`config.mk`:
```
export PLATFORM = sky130hd
export DESIGN_NAME = wdf_top
export DESIGN_NICKNAME = d
export VERILOG_FILES = /design/src/wdf_pkg.sv /design/src/wdf_clk_sel.sv /design/src/wdf_feed_seq.sv /design/src/wdf_top.sv
export SDC_FILE = /design/constraint.sdc
export NUM_CORES = 1
export LEC_CHECK = 0
export ABC_AREA = 1
export BUFFER_PORTS_ARGS = -buffer_cell sky130_fd_sc_hd__clkbuf_2
export CORE_MARGIN = 2
export CORE_UTILIZATION = 55
export CTS_BUF_LIST = sky130_fd_sc_hd__clkbuf_16
export CTS_CLUSTER_SIZE = 20
export DETAILED_ROUTE_END_ITERATION = 16
export MAX_ROUTING_LAYER = met4
export PLACE_DENSITY = 0.83
export RECOVER_POWER = 100
export SLEW_MARGIN = 20
export SYNTH_ARGS = -nofsm -noshare
export SYNTH_HDL_FRONTEND = slang
export SYNTH_HIERARCHICAL = 1
export SYNTH_SLANG_ARGS = --single-unit
export TNS_END_PERCENT = 20
```
`constraint.sdc`:
```
create_clock -name clk_sys -period 2.4 [get_ports clk_sys]
set_input_delay 0.48 -clock clk_sys [delete_from_list [all_inputs] [get_ports clk_sys]]
set_output_delay 0.48 -clock clk_sys [all_outputs]
set_load 0.01 [all_outputs]
```
`src/wdf_pkg.sv`:
```
// Notes on behaviour
// - Down-counter underflow with reset enabled raises a system reset.
// - The power-on reset and the watchdog's own reset both return the watchdog to its initial state.
// - After any reset the timer runs, whatever the reset enable.
// - Control bit 2 starts (1) or stops (0) the timer; reads 1 after reset.
// - A 13-bit prescaler tap decrements an 8-bit down counter.
// - Control bit 0 picks the watchdog oscillator (1) or peripheral clock (0).
// - Reset enable low: no underflow reset, safety ignored, timer with interrupts.
// - Reset and safety enables high: clock and run forced, single writes only.
// - Control and load writes are staged, committed at feed completion.
// - A wrong feed sequence gives an immediate watchdog reset.
// - In watchdog mode a control write must be followed straight by a feed.
// - In timer mode control commits every cycle; a new counter load takes effect at a feed or at the next underflow.
// - Timeout is 2^(5+tap) times (load+1) plus one watchdog clocks.
// - Timeout flag bit 1 sets on underflow, clears by a feed in watchdog mode or written 0.
// - Control bits 7 to 5 pick the prescaler tap.
// - In timer mode underflow requests an interrupt when enabled.
// - A watchdog reset acts like power-on and clears power-on and brown-out flags.
// - Crystal select high clocks the prescaler from the crystal regardless.
// - New clock source takes effect after a feed: two old, two new ticks.
// - In timer mode underflow reloads the counter and counting continues.
// - In timer mode a wrong feed sequence is ignored.
package wdf_pkg;
	// Special function register addresses
	localparam logic [7:0] WDF_ADDR_CTRL = 8'ha7;
	localparam logic [7:0] WDF_ADDR_LOAD = 8'hc1;
	localparam logic [7:0] WDF_ADDR_FEED1 = 8'hc2;
	localparam logic [7:0] WDF_ADDR_FEED2 = 8'hc3;
	// Feed keys
	localparam logic [7:0] WDF_FEED1_KEY = 8'ha5;
	localparam logic [7:0] WDF_FEED2_KEY = 8'h5a;
	// Control field positions
	localparam int unsigned WDF_BIT_OSC = 0;
	localparam int unsigned WDF_BIT_TOF = 1;
	localparam int unsigned WDF_BIT_RUN = 2;
	localparam int unsigned WDF_PRE_LO = 5;
	localparam int unsigned WDF_PRE_HI = 7;
	// Reset values
	localparam logic [7:0] WDF_CTRL_RST = 8'he5;
	localparam logic [7:0] WDF_LOAD_RST = 8'hff;
	// Counter shape and timing counts
	localparam int unsigned WDF_PRE_W = 13;
	localparam int unsigned WDF_CNT_W = 8;
	localparam int unsigned WDF_PRE_BASE = 5;
	localparam logic [1:0] WDF_SW_OLD_TICKS = 2'd2;
	localparam logic [1:0] WDF_SW_NEW_TICKS = 2'd2;

	typedef enum logic [1:0] {SRC_PCLK, SRC_OSC, SRC_XTAL} wdf_src_e;
	typedef enum logic [1:0] {FD_IDLE, FD_ARMED, FD_FIRST} wdf_feed_e;
	typedef enum logic [1:0] {SW_STABLE, SW_DROP, SW_TAKE} wdf_sw_e;

	// Register access from the core
	typedef struct packed {
		logic wr;
		logic rd;
		logic [7:0] addr;
		logic [7:0] wdata;
	} wdf_sfr_req_s;

	// Configuration bits from outside the block
	typedef struct packed {
		logic reset_on_underflow_enable;
		logic safety_enforce_enable;
		logic crystal_source_select;
		logic int_enable;
	} wdf_cfg_s;
endpackage

```
`src/wdf_clk_sel.sv`:
```
`timescale 1ns/1ps
module wdf_clk_sel
	import wdf_pkg::*;
(
	input wire logic clk_sys,
	input wire logic srst,
	input wire logic clk_en,
	input wire logic pclk_tick,
	input wire logic osc_tick,
	input wire logic xtal_tick,
	input wire wdf_src_e req_src,
	input wire logic load,
	output logic wd_tick
);
	typedef struct packed {
		wdf_sw_e ph;
		wdf_src_e cur;
		wdf_src_e pend;
		logic [1:0] cnt;
	} wdf_sel_s;
	wdf_sel_s s_q, s_d;
	logic [2:0] ticks;
	logic old_t, new_t;

	// Tick of current and pending sources
	always_comb begin
		ticks = {xtal_tick, osc_tick, pclk_tick};
		old_t = ticks[s_q.cur];
		new_t = ticks[s_q.pend];
	end

	// Switch sequence, ticks gated while switching
	always_comb begin
		s_d = s_q;
		wd_tick = 1'b0;
		case (s_q.ph)
			SW_STABLE: begin
				wd_tick = old_t;
				if (load && req_src != s_q.cur) begin
					s_d.pend = req_src;
					s_d.ph = SW_DROP;
					s_d.cnt = 2'd0;
				end
			end
			SW_DROP: begin
				if (old_t) s_d.cnt = s_q.cnt + 2'd1;
				if (s_q.cnt == WDF_SW_OLD_TICKS) begin
					s_d.ph = SW_TAKE;
					s_d.cnt = 2'd0;
				end
			end
			SW_TAKE: begin
				if (new_t) s_d.cnt = s_q.cnt + 2'd1;
				if (s_q.cnt == WDF_SW_NEW_TICKS) begin
					s_d.ph = SW_STABLE;
					s_d.cur = s_q.pend;
				end
			end
			default: s_d.ph = SW_STABLE;
		endcase
	end

	always_ff @(posedge clk_sys) begin
		if (srst) begin
			s_q <= '{ph: SW_STABLE, cur: SRC_OSC, pend: SRC_OSC, cnt: 2'd0};
		end else if (clk_en) begin
			s_q <= s_d;
		end
	end
endmodule

```
`src/wdf_feed_seq.sv`:
```
`timescale 1ns/1ps
module wdf_feed_seq
	import wdf_pkg::*;
(
	input wire logic clk_sys,
	input wire logic srst,
	input wire logic clk_en,
	input wire wdf_sfr_req_s req,
	input wire logic wd_mode,
	output logic feed_ok,
	output logic feed_bad
);
	typedef struct packed {
		wdf_feed_e st;
	} wdf_fd_s;
	wdf_fd_s s_q, s_d;
	logic key1, key2;

	// Sequence tracking; reads never disturb it
	always_comb begin
		s_d = s_q;
		feed_ok = 1'b0;
		feed_bad = 1'b0;
		key1 = req.addr == WDF_ADDR_FEED1 && req.wdata == WDF_FEED1_KEY;
		key2 = req.addr == WDF_ADDR_FEED2 && req.wdata == WDF_FEED2_KEY;
		if (req.wr) begin
			case (s_q.st)
				FD_IDLE: begin
					if (key1) begin
						s_d.st = FD_FIRST;
					end else if (req.addr == WDF_ADDR_FEED1 || req.addr == WDF_ADDR_FEED2) begin
						feed_bad = 1'b1;
					end else if (req.addr == WDF_ADDR_CTRL && wd_mode) begin
						s_d.st = FD_ARMED;
					end
				end
				FD_ARMED: begin
					if (key1) begin
						s_d.st = FD_FIRST;
					end else begin
						feed_bad = 1'b1;
						s_d.st = FD_IDLE;
					end
				end
				FD_FIRST: begin
					s_d.st = FD_IDLE;
					if (key2) feed_ok = 1'b1;
					else feed_bad = 1'b1;
				end
				default: s_d.st = FD_IDLE;
			endcase
		end
	end

	always_ff @(posedge clk_sys) begin
		if (srst) begin
			s_q.st <= FD_IDLE;
		end else if (clk_en) begin
			s_q <= s_d;
		end
	end
endmodule

```
`src/wdf_top.sv`:
```
`timescale 1ns/1ps
module wdf_top
	import wdf_pkg::*;
(
	input wire logic clk_sys,
	input wire logic srst,
	input wire logic clk_en,
	input wire wdf_sfr_req_s sfr_req,
	input wire wdf_cfg_s cfg,
	input wire logic pclk_tick,
	input wire logic osc_tick,
	input wire logic xtal_tick,
	output logic [7:0] sfr_rdata,
	output logic wdt_reset,
	output logic status_flag_clear,
	output logic wdt_irq
);
	typedef struct packed {
		logic [7:0] ctrl_stage;
		logic [7:0] load_stage;
		logic [7:0] ctrl_act;
		logic tof;
		logic [WDF_PRE_W-1:0] pre;
		logic [WDF_CNT_W-1:0] cnt;
		logic uf_pend;
		logic ctrl_once;
		logic load_once;
		logic wd_rst;
		logic flag_clr;
		logic irq;
		logic [7:0] rdata;
	} wdf_top_s;

	localparam wdf_top_s WDF_TOP_RST = '{
		ctrl_stage: WDF_CTRL_RST,
		load_stage: WDF_LOAD_RST,
		ctrl_act: WDF_CTRL_RST,
		tof: 1'b0,
		pre: '0,
		cnt: WDF_LOAD_RST,
		uf_pend: 1'b0,
		ctrl_once: 1'b0,
		load_once: 1'b0,
		wd_rst: 1'b0,
		flag_clr: 1'b0,
		irq: 1'b0,
		rdata: 8'h00
	};

	wdf_top_s s_q, s_d;
	logic wd_mode, safety;
	logic run_eff, osc_eff;
	logic [2:0] tap;
	logic [WDF_PRE_W-1:0] tap_mask;
	logic period_end;
	logic wd_tick;
	logic feed_ok, feed_bad;
	logic wr_ctrl, wr_load;
	logic underflow;
	logic bad_reset;
	logic sub_rst;
	wdf_src_e req_src;
	logic [7:0] ctrl_view;

	// Operating mode from configuration
	always_comb begin
		wd_mode = cfg.reset_on_underflow_enable;
		safety = cfg.reset_on_underflow_enable && cfg.safety_enforce_enable;
	end

	// Effective settings: run and tap from the active control register, clock from the staged one
	always_comb begin
		run_eff = s_q.ctrl_act[WDF_BIT_RUN] || safety;
		osc_eff = s_q.ctrl_stage[WDF_BIT_OSC] || safety; // staged value, taken by the feed
		tap = s_q.ctrl_act[WDF_PRE_HI:WDF_PRE_LO];
	end

	// Source request for the clock selector
	always_comb begin
		if (cfg.crystal_source_select) begin
			req_src = SRC_XTAL;
		end else if (osc_eff) begin
			req_src = SRC_OSC;
		end else begin
			req_src = SRC_PCLK;
		end
	end

	// Submodules also follow the watchdog's own reset
	always_comb begin
		sub_rst = srst || s_q.wd_rst;
	end

	wdf_clk_sel u_clk_sel (
		.clk_sys(clk_sys),
		.srst(sub_rst),
		.clk_en(clk_en),
		.pclk_tick(pclk_tick),
		.osc_tick(osc_tick),
		.xtal_tick(xtal_tick),
		.req_src(req_src),
		.load(feed_ok),
		.wd_tick(wd_tick)
	);

	wdf_feed_seq u_feed_seq (
		.clk_sys(clk_sys),
		.srst(sub_rst),
		.clk_en(clk_en),
		.req(sfr_req),
		.wd_mode(wd_mode),
		.feed_ok(feed_ok),
		.feed_bad(feed_bad)
	);

	// Prescaler tap: period of 2^(5+tap) watchdog clocks
	always_comb begin
		tap_mask = WDF_PRE_W'((14'd1 << (WDF_PRE_BASE + 32'(tap))) - 14'd1);
		period_end = (s_q.pre & tap_mask) == tap_mask;
	end

	// Register write decode
	always_comb begin
		wr_ctrl = 1'b0;
		wr_load = 1'b0;
		if (sfr_req.wr && sfr_req.addr == WDF_ADDR_CTRL) begin
			wr_ctrl = !(safety && s_q.ctrl_once);
		end else if (sfr_req.wr && sfr_req.addr == WDF_ADDR_LOAD) begin
			wr_load = !(safety && s_q.load_once);
		end
	end

	// Control as read back, forced bits shown
	always_comb begin
		ctrl_view = s_q.ctrl_stage;
		ctrl_view[4:3] = 2'b00;
		ctrl_view[WDF_BIT_TOF] = s_q.tof;
		ctrl_view[WDF_BIT_RUN] = s_q.ctrl_stage[WDF_BIT_RUN] || safety;
		ctrl_view[WDF_BIT_OSC] = s_q.ctrl_stage[WDF_BIT_OSC] || safety;
	end

	// Counting, feeds, flags and reset requests
	always_comb begin
		s_d = s_q;
		underflow = 1'b0;
		s_d.wd_rst = 1'b0;
		s_d.flag_clr = 1'b0;

		// Staged writes
		if (wr_ctrl) begin
			s_d.ctrl_stage = sfr_req.wdata;
			s_d.ctrl_once = s_q.ctrl_once || safety;
		end
		if (wr_load) begin
			s_d.load_stage = sfr_req.wdata;
			s_d.load_once = s_q.load_once || safety;
		end

		// Timer mode commits control without a feed
		if (!wd_mode) begin
			s_d.ctrl_act = s_q.ctrl_stage;
		end

		// Down counter driven by the prescaler tap
		if (wd_tick && run_eff) begin
			if (s_q.uf_pend) begin
				underflow = 1'b1;
				s_d.uf_pend = 1'b0;
				s_d.pre = '0;
				s_d.cnt = s_q.load_stage;
			end else if (period_end) begin
				s_d.pre = '0;
				if (s_q.cnt == '0) begin
					s_d.uf_pend = 1'b1;
				end else begin
					s_d.cnt = s_q.cnt - 8'd1;
				end
			end else begin
				s_d.pre = s_q.pre + 13'd1;
			end
		end

		// Completed feed commits staged values
		if (feed_ok) begin
			s_d.ctrl_act = s_q.ctrl_stage;
			s_d.cnt = s_q.load_stage;
			s_d.pre = '0;
			s_d.uf_pend = 1'b0;
		end

		// Timeout flag: software zero or watchdog-mode feed clears, underflow wins
		if (wr_ctrl && !sfr_req.wdata[WDF_BIT_TOF]) begin
			s_d.tof = 1'b0;
		end
		if (feed_ok && wd_mode) begin
			s_d.tof = 1'b0;
		end
		if (underflow) begin
			s_d.tof = 1'b1;
		end

		// Interrupt request in timer mode
		s_d.irq = s_d.tof && cfg.int_enable && !wd_mode;

		// Reset on underflow or wrong feed, watchdog mode only
		bad_reset = feed_bad && wd_mode;
		if ((underflow && wd_mode) || bad_reset) begin
			s_d.wd_rst = 1'b1;
			s_d.flag_clr = 1'b1;
		end

		// Register read, answered on the next cycle
		if (sfr_req.rd) begin
			if (sfr_req.addr == WDF_ADDR_CTRL) begin
				s_d.rdata = ctrl_view;
			end else if (sfr_req.addr == WDF_ADDR_LOAD) begin
				s_d.rdata = s_q.load_stage;
			end else begin
				s_d.rdata = 8'h00;
			end
		end

		// Own reset behaves like power-on for the watchdog
		if (s_q.wd_rst) begin
			s_d = WDF_TOP_RST;
		end
	end

	// State register; power-on reset only
	always_ff @(posedge clk_sys) begin
		if (srst) begin
			s_q <= WDF_TOP_RST;
		end else if (clk_en) begin
			s_q <= s_d;
		end
	end

	// Outputs straight from flip-flops
	always_comb begin
		sfr_rdata = s_q.rdata;
		wdt_reset = s_q.wd_rst;
		status_flag_clear = s_q.flag_clr;
		wdt_irq = s_q.irq;
	end
endmodule

```
==> key figures, run 1 <==
Worst setup path
  – Worst path depth: 9
  – Critical Path End Type: flip-flop
  – Data arrival time at the worst-slack endpoint: 2340 ps
  – Critical path required time: 2620 ps
  – Slowest CP cell: a21oi_1
  – Highest cell delay on the worst timing path: 540 ps
  – Delay-heaviest family, CP: simple AND/OR/NAND/NOR gates
  – Worst Path Max Fanout: 10
  – Worst R2R Start: u_feed_seq/s_q[1]$_SDFFE_PP0P_
  – WP buf/inv: 2
  – Reg-to-reg critical path endpoint: s_q[27]$_SDFFE_PP0P_
  – Number of cells on the worst reg-to-reg path: 12
  – Capture point of the worst path: s_q[50]$_SDFFE_PP1P_
  – Chain of cells forming the critical path: clkbuf_2, nor2_1, nand3_1, nor2_1, o211ai_1, a21oi_1, inv_1, nand2_1, nand3_1
  – Worst setup slack for register-to-register paths: 360 ps
  – First element of the critical path: sfr_req[11]
  – Kind of start point of the critical path: input pin
  – Critical path class: in2reg

Timing
  – Setup violators final: 0
  – Period utilisation layout: 0.8853
  – Count of final max-slew check failures: 0
  – Worst Clk Skew: 7.825 ps
  – Final critical path time including I/O delays and setup: 2125 ps
  – Normalized max-slew margin: 0.4201
  – Setup repair after global routing missed its margin: false
  – Setup TNS: 0 ps
  – Worst Max-Slew Pin Slew: 860.7 ps
  – Timing-limited maximum frequency: 470.6 MHz
  – Hold violation count in the final report: 0

Clocking
  – CTS HTree Levels: 3
  – Sinks on the clock net: 62
  – Clk slew on worst S/H paths: 60 ps
  – Postcts setup bufs: 0
  – CTS tree: yes
  – Hold bufs inserted after CTS: 0
  – Clock latency on the worst-skew pair: 340 ps
  – Max Root-Sink Buffers: 2
  – Resized cells post-CTS: 0
  – Number of clock buffers inserted by TritonCTS: 9
  – CTS root buf: clkbuf_16

GRT
  – Final global-route overflow total: 0
  – Maximum number of pins on one net before global-route repair: 30
  – Number of global-route vias before repair: 3686
  – Wire length of the first global-routing pass: 16.01 mm
  – Global routing usage summed across all routing layers: 0.2705
  – Antenna violations before repair: 0

Yosys
  – Proportion of synthesized chip area in sequential cells: 0.3217
  – Cell type contributing the most total cell area after synthesis: dfxtp_1
  – Distinct cells, synth: 42
  – Area of the mapped netlist: 3859 sq um
  – YS warnings: 6
  – Proportion of netlist area held by the largest area contributor: 0.3217
  – Number of standard cells after synthesis: 591
  – Mapped Avg Cell Area: 6.529 sq um
  – Number of storage elements in the synthesis netlist: 62
  – Largest cells by area after synthesis: dfxtp_1 32%, nand2_1 15%, nor2_1 7.1%, nand3_1 6.5%, o21ai_0 5.7%
  – Commonest register cell after synthesis: dfxtp_1
  – Number of enable-type register cells in the synthesized netlist: 0
  – Share of async-settable or async-resettable flops after synthesis: 0

Worst hold path
  – Cell depth of the worst min-delay path: 3
  – Hold crit path type: in2reg

Floorplan
  – # IOs: 39
  – Area of the die: 7702 sq um
  – Core Footprint: 6794 sq um
  – Initial core utilization: 0.5680
  – Number of standard-cell rows in the floorplan: 30
  – Width of the chip: 87.76 um
  – Die Y: 87.76 um

Detailed routing
  – DRC violation count after routing: 0
  – Average wire length per cell after detail routing: 12.98 um
  – Via/cell ratio: 5.332
  – DRT antenna net count: 0
  – DR vias: 3903
  – Post-Route WL: 9.498 mm
  – Detailed Route Iter0 Violations: 231
  – First-pass iteration count of the detailed router: 5

Placed design
  – Routability-driven placement congestion ratio: 0.9886
  – Cell count after placement: 716
  – Input/output buffers: 38
  – HPWL after DPL: 7.043 mm

Finish
  – Post-Layout Cell Count: 732
  – Share of layout cells above drive strength 1: 0.1462
  – Number of nets at the end of the flow: 669
  – Final Util: 0.6379
  – Number of inserted filler cells in the final layout: 616
  – Number of antenna cells inserted: 0
  – Area growth syn-to-layout: 12.32%

Pwr
  – Total Power: 2.517 mW
  – Power density relative to cell area: 580.7 nW/um^2
  – Standby leakage power: 1.942 nW
  – IR Drop Worst-Case VDD: 0.4192 mV

Status
  – Status: complete, no violations

Flow run
  – Number of max-cap violations: 0
## placed cells by master, fill, tap and decap left out, types with 11 or more instances in the layout
master / n
nand3_1: 50
nor2_1: 76
a21oi_1: 28
nand2_1: 156
clkbuf_2: 27
dfxtp_1: 62
inv_1: 59
clkbuf_1: 11
inv_2: 12
o21ai_0: 46
## kinds of logic (layout without fill, tap and decap cells)
kind of cell | Yosys count | in the layout | share of synthesized area
adder cells (fa/ha/maj) | 10 | 10 | 0.03243
AND/OR/NAND/NOR | 327 | 327 | 0.3940
other | 1 | 2 | 0.0009718
AO/OA/AOI/OAI | 92 | 92 | 0.1333
XOR/XNOR | 8 | 8 | 0.01816
buffers and inverters | 91 | 135 | 0.09954
flip-flops | 62 | 62 | 0.3217
## power by group
group,internal [mW],total (mW),switching [mW]
logic,0.0699,0.212,0.142
clock network,0.717,1.25,0.528
registers,1.04,1.06,0.0160
## worst reg2reg max path, stage by stage, from the launching register on
cell	delay (ps)
dfxtp_1	340
inv_1	70
nor2_1	160
nand2_1	90
nor3b_1	190
buf_4	180
nor2_1	70
nand2_2	110
nand2_4	110
inv_8	120
nand2_2	190
nand2_1	250
nor2_1	70
## flip-flops by register name, summed over array words and instances (netlist names)
register / count
u_feed_seq/s_q: 2
s_q: 38
wdt_irq: 1
ctrl_view: 4
wdt_reset: 1
sfr_rdata: 8
u_clk_sel/s_q: 8
## synth_stat cells (2+ instances only)
cell type / number
nor3_1: 6
nor3b_1: 2
clkinv_1: 3
nor2_1: 73
nand2_4: 4
nand3_4: 2
a21oi_1: 25
nor2_2: 9
clkbuf_1: 6
inv_1: 56
o21ai_0: 44
o22ai_1: 3
nor3_2: 4
nand2_1: 153
o21ai_1: 5
a31oi_1: 2
nor2_4: 2
a21oi_2: 3
xor2_1: 6
nand2_2: 10
ha_1: 10
o211ai_1: 5
inv_2: 15
dfxtp_1: 62
or2_0: 2
xnor2_1: 2
buf_4: 9
nand4_1: 5
nand3_1: 50
## area by class of cell
class,count,area (sq um),area share
repair buffers,44,221.5,0.05110
inverters,75,289.0,0.06669
clock inverters,7,61.31,0.01415
flip-flops and latches,62,1241,0.2864
well taps,96,120.1,0.02771
clock buffers,9,225.2,0.05196
multi-input cells,439,2176,0.5020
## metal layers
| metal | up-vias | wire (um) | global-route usage |
|---|---|---|---|
| met3 | 31 | 418 | 0.04618 |
| met1 | 1773 | 4215 | 0.3117 |
| li1 | 1975 | - | - |
| met2 | 124 | 4543 | 0.4532 |
| met5 | - | 0 | - |
| met4 | 0 | 321 | 0.1329 |
## worst min-delay path by stage
stage                                   start                   endpoint
floorplan                s_q[52]$_SDFFE_PP1P_       s_q[52]$_SDFFE_PP1P_
global placement         s_q[12]$_SDFFE_PP0P_       s_q[12]$_SDFFE_PP0P_
detailed placement  sfr_rdata[3]$_SDFFE_PP0P_  sfr_rdata[3]$_SDFFE_PP0P_
CTS                                    cfg[0]       wdt_irq$_SDFFE_PP0P_
global route                           cfg[0]       wdt_irq$_SDFFE_PP0P_
finish                                 cfg[0]       wdt_irq$_SDFFE_PP0P_
## per-stage QoR
step                      hold slack (ps)  cell area (sq um)  worst slack, ps
after detailed placement            460.7               4123            111.7
after CTS                           396.9               4409            428.0
after global routing                422.7               4334            108.5
final                               395.3               4334            275.2
after global placement              438.8               4123            194.1
after floorplan                     429.6               3862            258.3
(Power assumes the default switching activity.)
==> inputs of run 2 (changes only) <==
--- a/config.mk
+++ b/config.mk
@@ -15,6 +15,7 @@
 export MAX_ROUTING_LAYER = met4
 export PLACE_DENSITY = 0.83
 export RECOVER_POWER = 100
+export REMOVE_ABC_BUFFERS = 1
 export SLEW_MARGIN = 20
 export SYNTH_ARGS = -nofsm -noshare
 export SYNTH_HDL_FRONTEND = slang
==> run 2 against run 1 <==
Maximum frequency rose by 3.4%. Non-clock buffer count did not move. Sequential share of layout area decreased by 0.15 points. Clock power is 8% higher. Combinational power about the same. Clock skew down 2.9 ps. Sequential power hardly changed. Hold slack better by 3.8 ps. First-iteration DRC count grew 11%. Wire length grew 0.98%. Largest power group unchanged. Highest routed layer unchanged.
==> key figures, run 2 (synthesis results as in run 1) <==
Status
  – Status: complete, no violations

Flow run
  – Number of max-cap violations: 0

Worst setup path
  – Data arrival time at the worst-slack endpoint: 2290 ps
  – Capture point of the worst path: s_q[34]$_SDFFE_PP0P_
  – First element of the critical path: u_clk_sel/s_q[6]$_SDFFE_PP0P_
  – Number of cells on the worst reg-to-reg path: 12
  – Highest cell delay on the worst timing path: 340 ps
  – Worst setup slack for register-to-register paths: 350 ps
  – Worst R2R Start: u_clk_sel/s_q[6]$_SDFFE_PP0P_
  – Chain of cells forming the critical path: inv_1, ha_1, a21boi_0, o21ai_0, nand2_2, nand2_4, inv_8, nand3_1, nor2_1, nand2_1, nand3_1, nor2_1
  – Slowest CP cell: dfxtp_1
  – Kind of start point of the critical path: flip-flop
  – Critical path class: reg2reg
  – Critical Path End Type: flip-flop
  – Reg-to-reg critical path endpoint: s_q[34]$_SDFFE_PP0P_
  – Critical path required time: 2630 ps
  – Worst Path Max Fanout: 9

GRT
  – Global routing usage summed across all routing layers: 0.2794
  – Number of global-route vias before repair: 3584
  – Peak-usage layer in the global routing report: met2
  – Antenna violations before repair: 0
  – Met3 layer usage reported by global route: 0.06880
  – Met2 capacity usage during global routing: 0.4663
  – Wire length of the first global-routing pass: 16.30 mm
  – Met1 Usage GRT: 0.3316
  – Final global-route overflow total: 0
  – Maximum number of pins on one net before global-route repair: 30

Placed design
  – HPWL after DPL: 7.112 mm
  – Cell count after placement: 716
  – Routability-driven placement congestion ratio: 0.9412
  – Pre-CTS setup slack: 136.3 ps
  – Placed cell areas: 4123 sq um
  – Input/output buffers: 38

Floorplan
  – Number of standard-cell rows in the floorplan: 30
  – Area of the die: 7702 sq um
  – Width of the chip: 87.76 um
  – # IOs: 39
  – Die Y: 87.76 um
  – Core Footprint: 6794 sq um
  – Initial core utilization: 0.5680

Pwr
  – Standby leakage power: 1.962 nW
  – IR Drop Worst-Case VDD: 0.4121 mV
  – Power density relative to cell area: 602.8 nW/um^2

Detailed routing
  – Post-Route WL: 9.591 mm
  – DRT antenna net count: 0
  – Detailed Route Iter0 Violations: 256
  – DRC violation count after routing: 0
  – DR vias: 3891
  – Average wire length per cell after detail routing: 13.12 um
  – First-pass iteration count of the detailed router: 5
  – Via/cell ratio: 5.323

Timing
  – Setup violators final: 0
  – Normalized max-slew margin: 0.3187
  – Hold violation count in the final report: 0
  – Period utilisation layout: 0.8559
  – Worst Clk Skew: 4.941 ps
  – Setup repair after global routing missed its margin: false
  – Timing-limited maximum frequency: 486.8 MHz
  – Count of final max-slew check failures: 0
  – Final setup margin: 345.8 ps
  – Final critical path time including I/O delays and setup: 2054 ps
  – Worst Max-Slew Pin Slew: 1011 ps
  – Setup TNS: 0 ps

Finish
  – Number of nets at the end of the flow: 669
  – Number of flip-flops in the largest register: 38
  – Area growth syn-to-layout: 12.91%
  – Register bank with the most flops: s_q
  – Highest-count cells in the layout ignoring fill and taps: 157 x nand2_1, 75 x nor2_1, 62 x dfxtp_1
  – Share of layout cells above drive strength 1: 0.1417
  – Post-Layout Inst Area: 4357 sq um
  – Most frequent standard cell in the layout excluding fill and tap cells: nand2_1
  – Post-Layout Cell Count: 731
  – Number of antenna cells inserted: 0

Clocking
  – Clock latency on the worst-skew pair: 340 ps
  – CTS root buf: clkbuf_16
  – Hold bufs inserted after CTS: 0
  – Number of clock buffers inserted by TritonCTS: 9
  – Clk slew on worst S/H paths: 50 ps
  – Sinks on the clock net: 62
  – CTS tree: yes
  – Resized cells post-CTS: 0
  – Postcts setup bufs: 0
  – Max Root-Sink Buffers: 2
  – CTS HTree Levels: 3

Worst hold path
  – Hold crit path type: in2reg
[run 2: cell count changes in the layout (fill, tap and decap cells not counted), sizes merged]
cell      previous run  this run
buf                  6         5
clkinvlp             2         0
clkinv               4         6
inv                 76        73
bufinv               0         2
clkbuf              47        48
[run 2: final cells by class]
type,count,area (sq um)
Clock buffer,9,225.2
Clock inverter,6,78.83
Fill cell,602,2437
Inverter,75,289.0
Multi-Input combinational cell,439,2183
Sequential cell,62,1241
Tap cell,96,120.1
Timing Repair Buffer,44,219.0
[run 2: metal layers]
layer | vias up | share of wire
met2 | 112 | 0.50
li1 | 1972 | -
met4 | 0 | 0.022
met3 | 17 | 0.050
met5 | - | 0
met1 | 1790 | 0.43
[run 2: report_power, final]
group          switching, mW  total [mW]  internal, mW
sequential            0.0158        1.06          1.04
combinational          0.142       0.212        0.0696
clock                  0.461        1.35         0.892
total                  0.620        2.63          2.01
[run 2: worst min path at each step]
stage | start | endpoint | slack, ps | cells past startpoint
finish | cfg[0] | wdt_irq$_SDFFE_PP0P_ | 400 | 3
global route | cfg[0] | wdt_irq$_SDFFE_PP0P_ | 440 | 3
CTS | cfg[0] | wdt_irq$_SDFFE_PP0P_ | 400 | 3
detailed placement | wdt_irq$_SDFFE_PP0P_ | wdt_irq$_SDFFE_PP0P_ | 450 | 2
global placement | s_q[12]$_SDFFE_PP0P_ | s_q[12]$_SDFFE_PP0P_ | 440 | 2
floorplan | s_q[52]$_SDFFE_PP1P_ | s_q[52]$_SDFFE_PP1P_ | 430 | 2
[run 2: worst max-delay path, delay by kind of cell (launching register included)]
family / cells / cell delay, ps
DFF: 1 / 340
and+or+nand+nor: 7 / 670
adders and majority gates: 1 / 230
AOI/OAI and AO/OA: 2 / 500
buffers and inverters: 2 / 210
[run 2: stage by stage]
step                utilization  total power [mW]  hold WS (ps)
floorplan                     -             1.212         429.6
global placement         0.6068             1.287         443.0
detailed placement       0.6068             1.294         451.9
CTS                      0.6516             2.629         400.8
global route             0.6413             2.708         442.8
finish                   0.6413             2.626         399.1
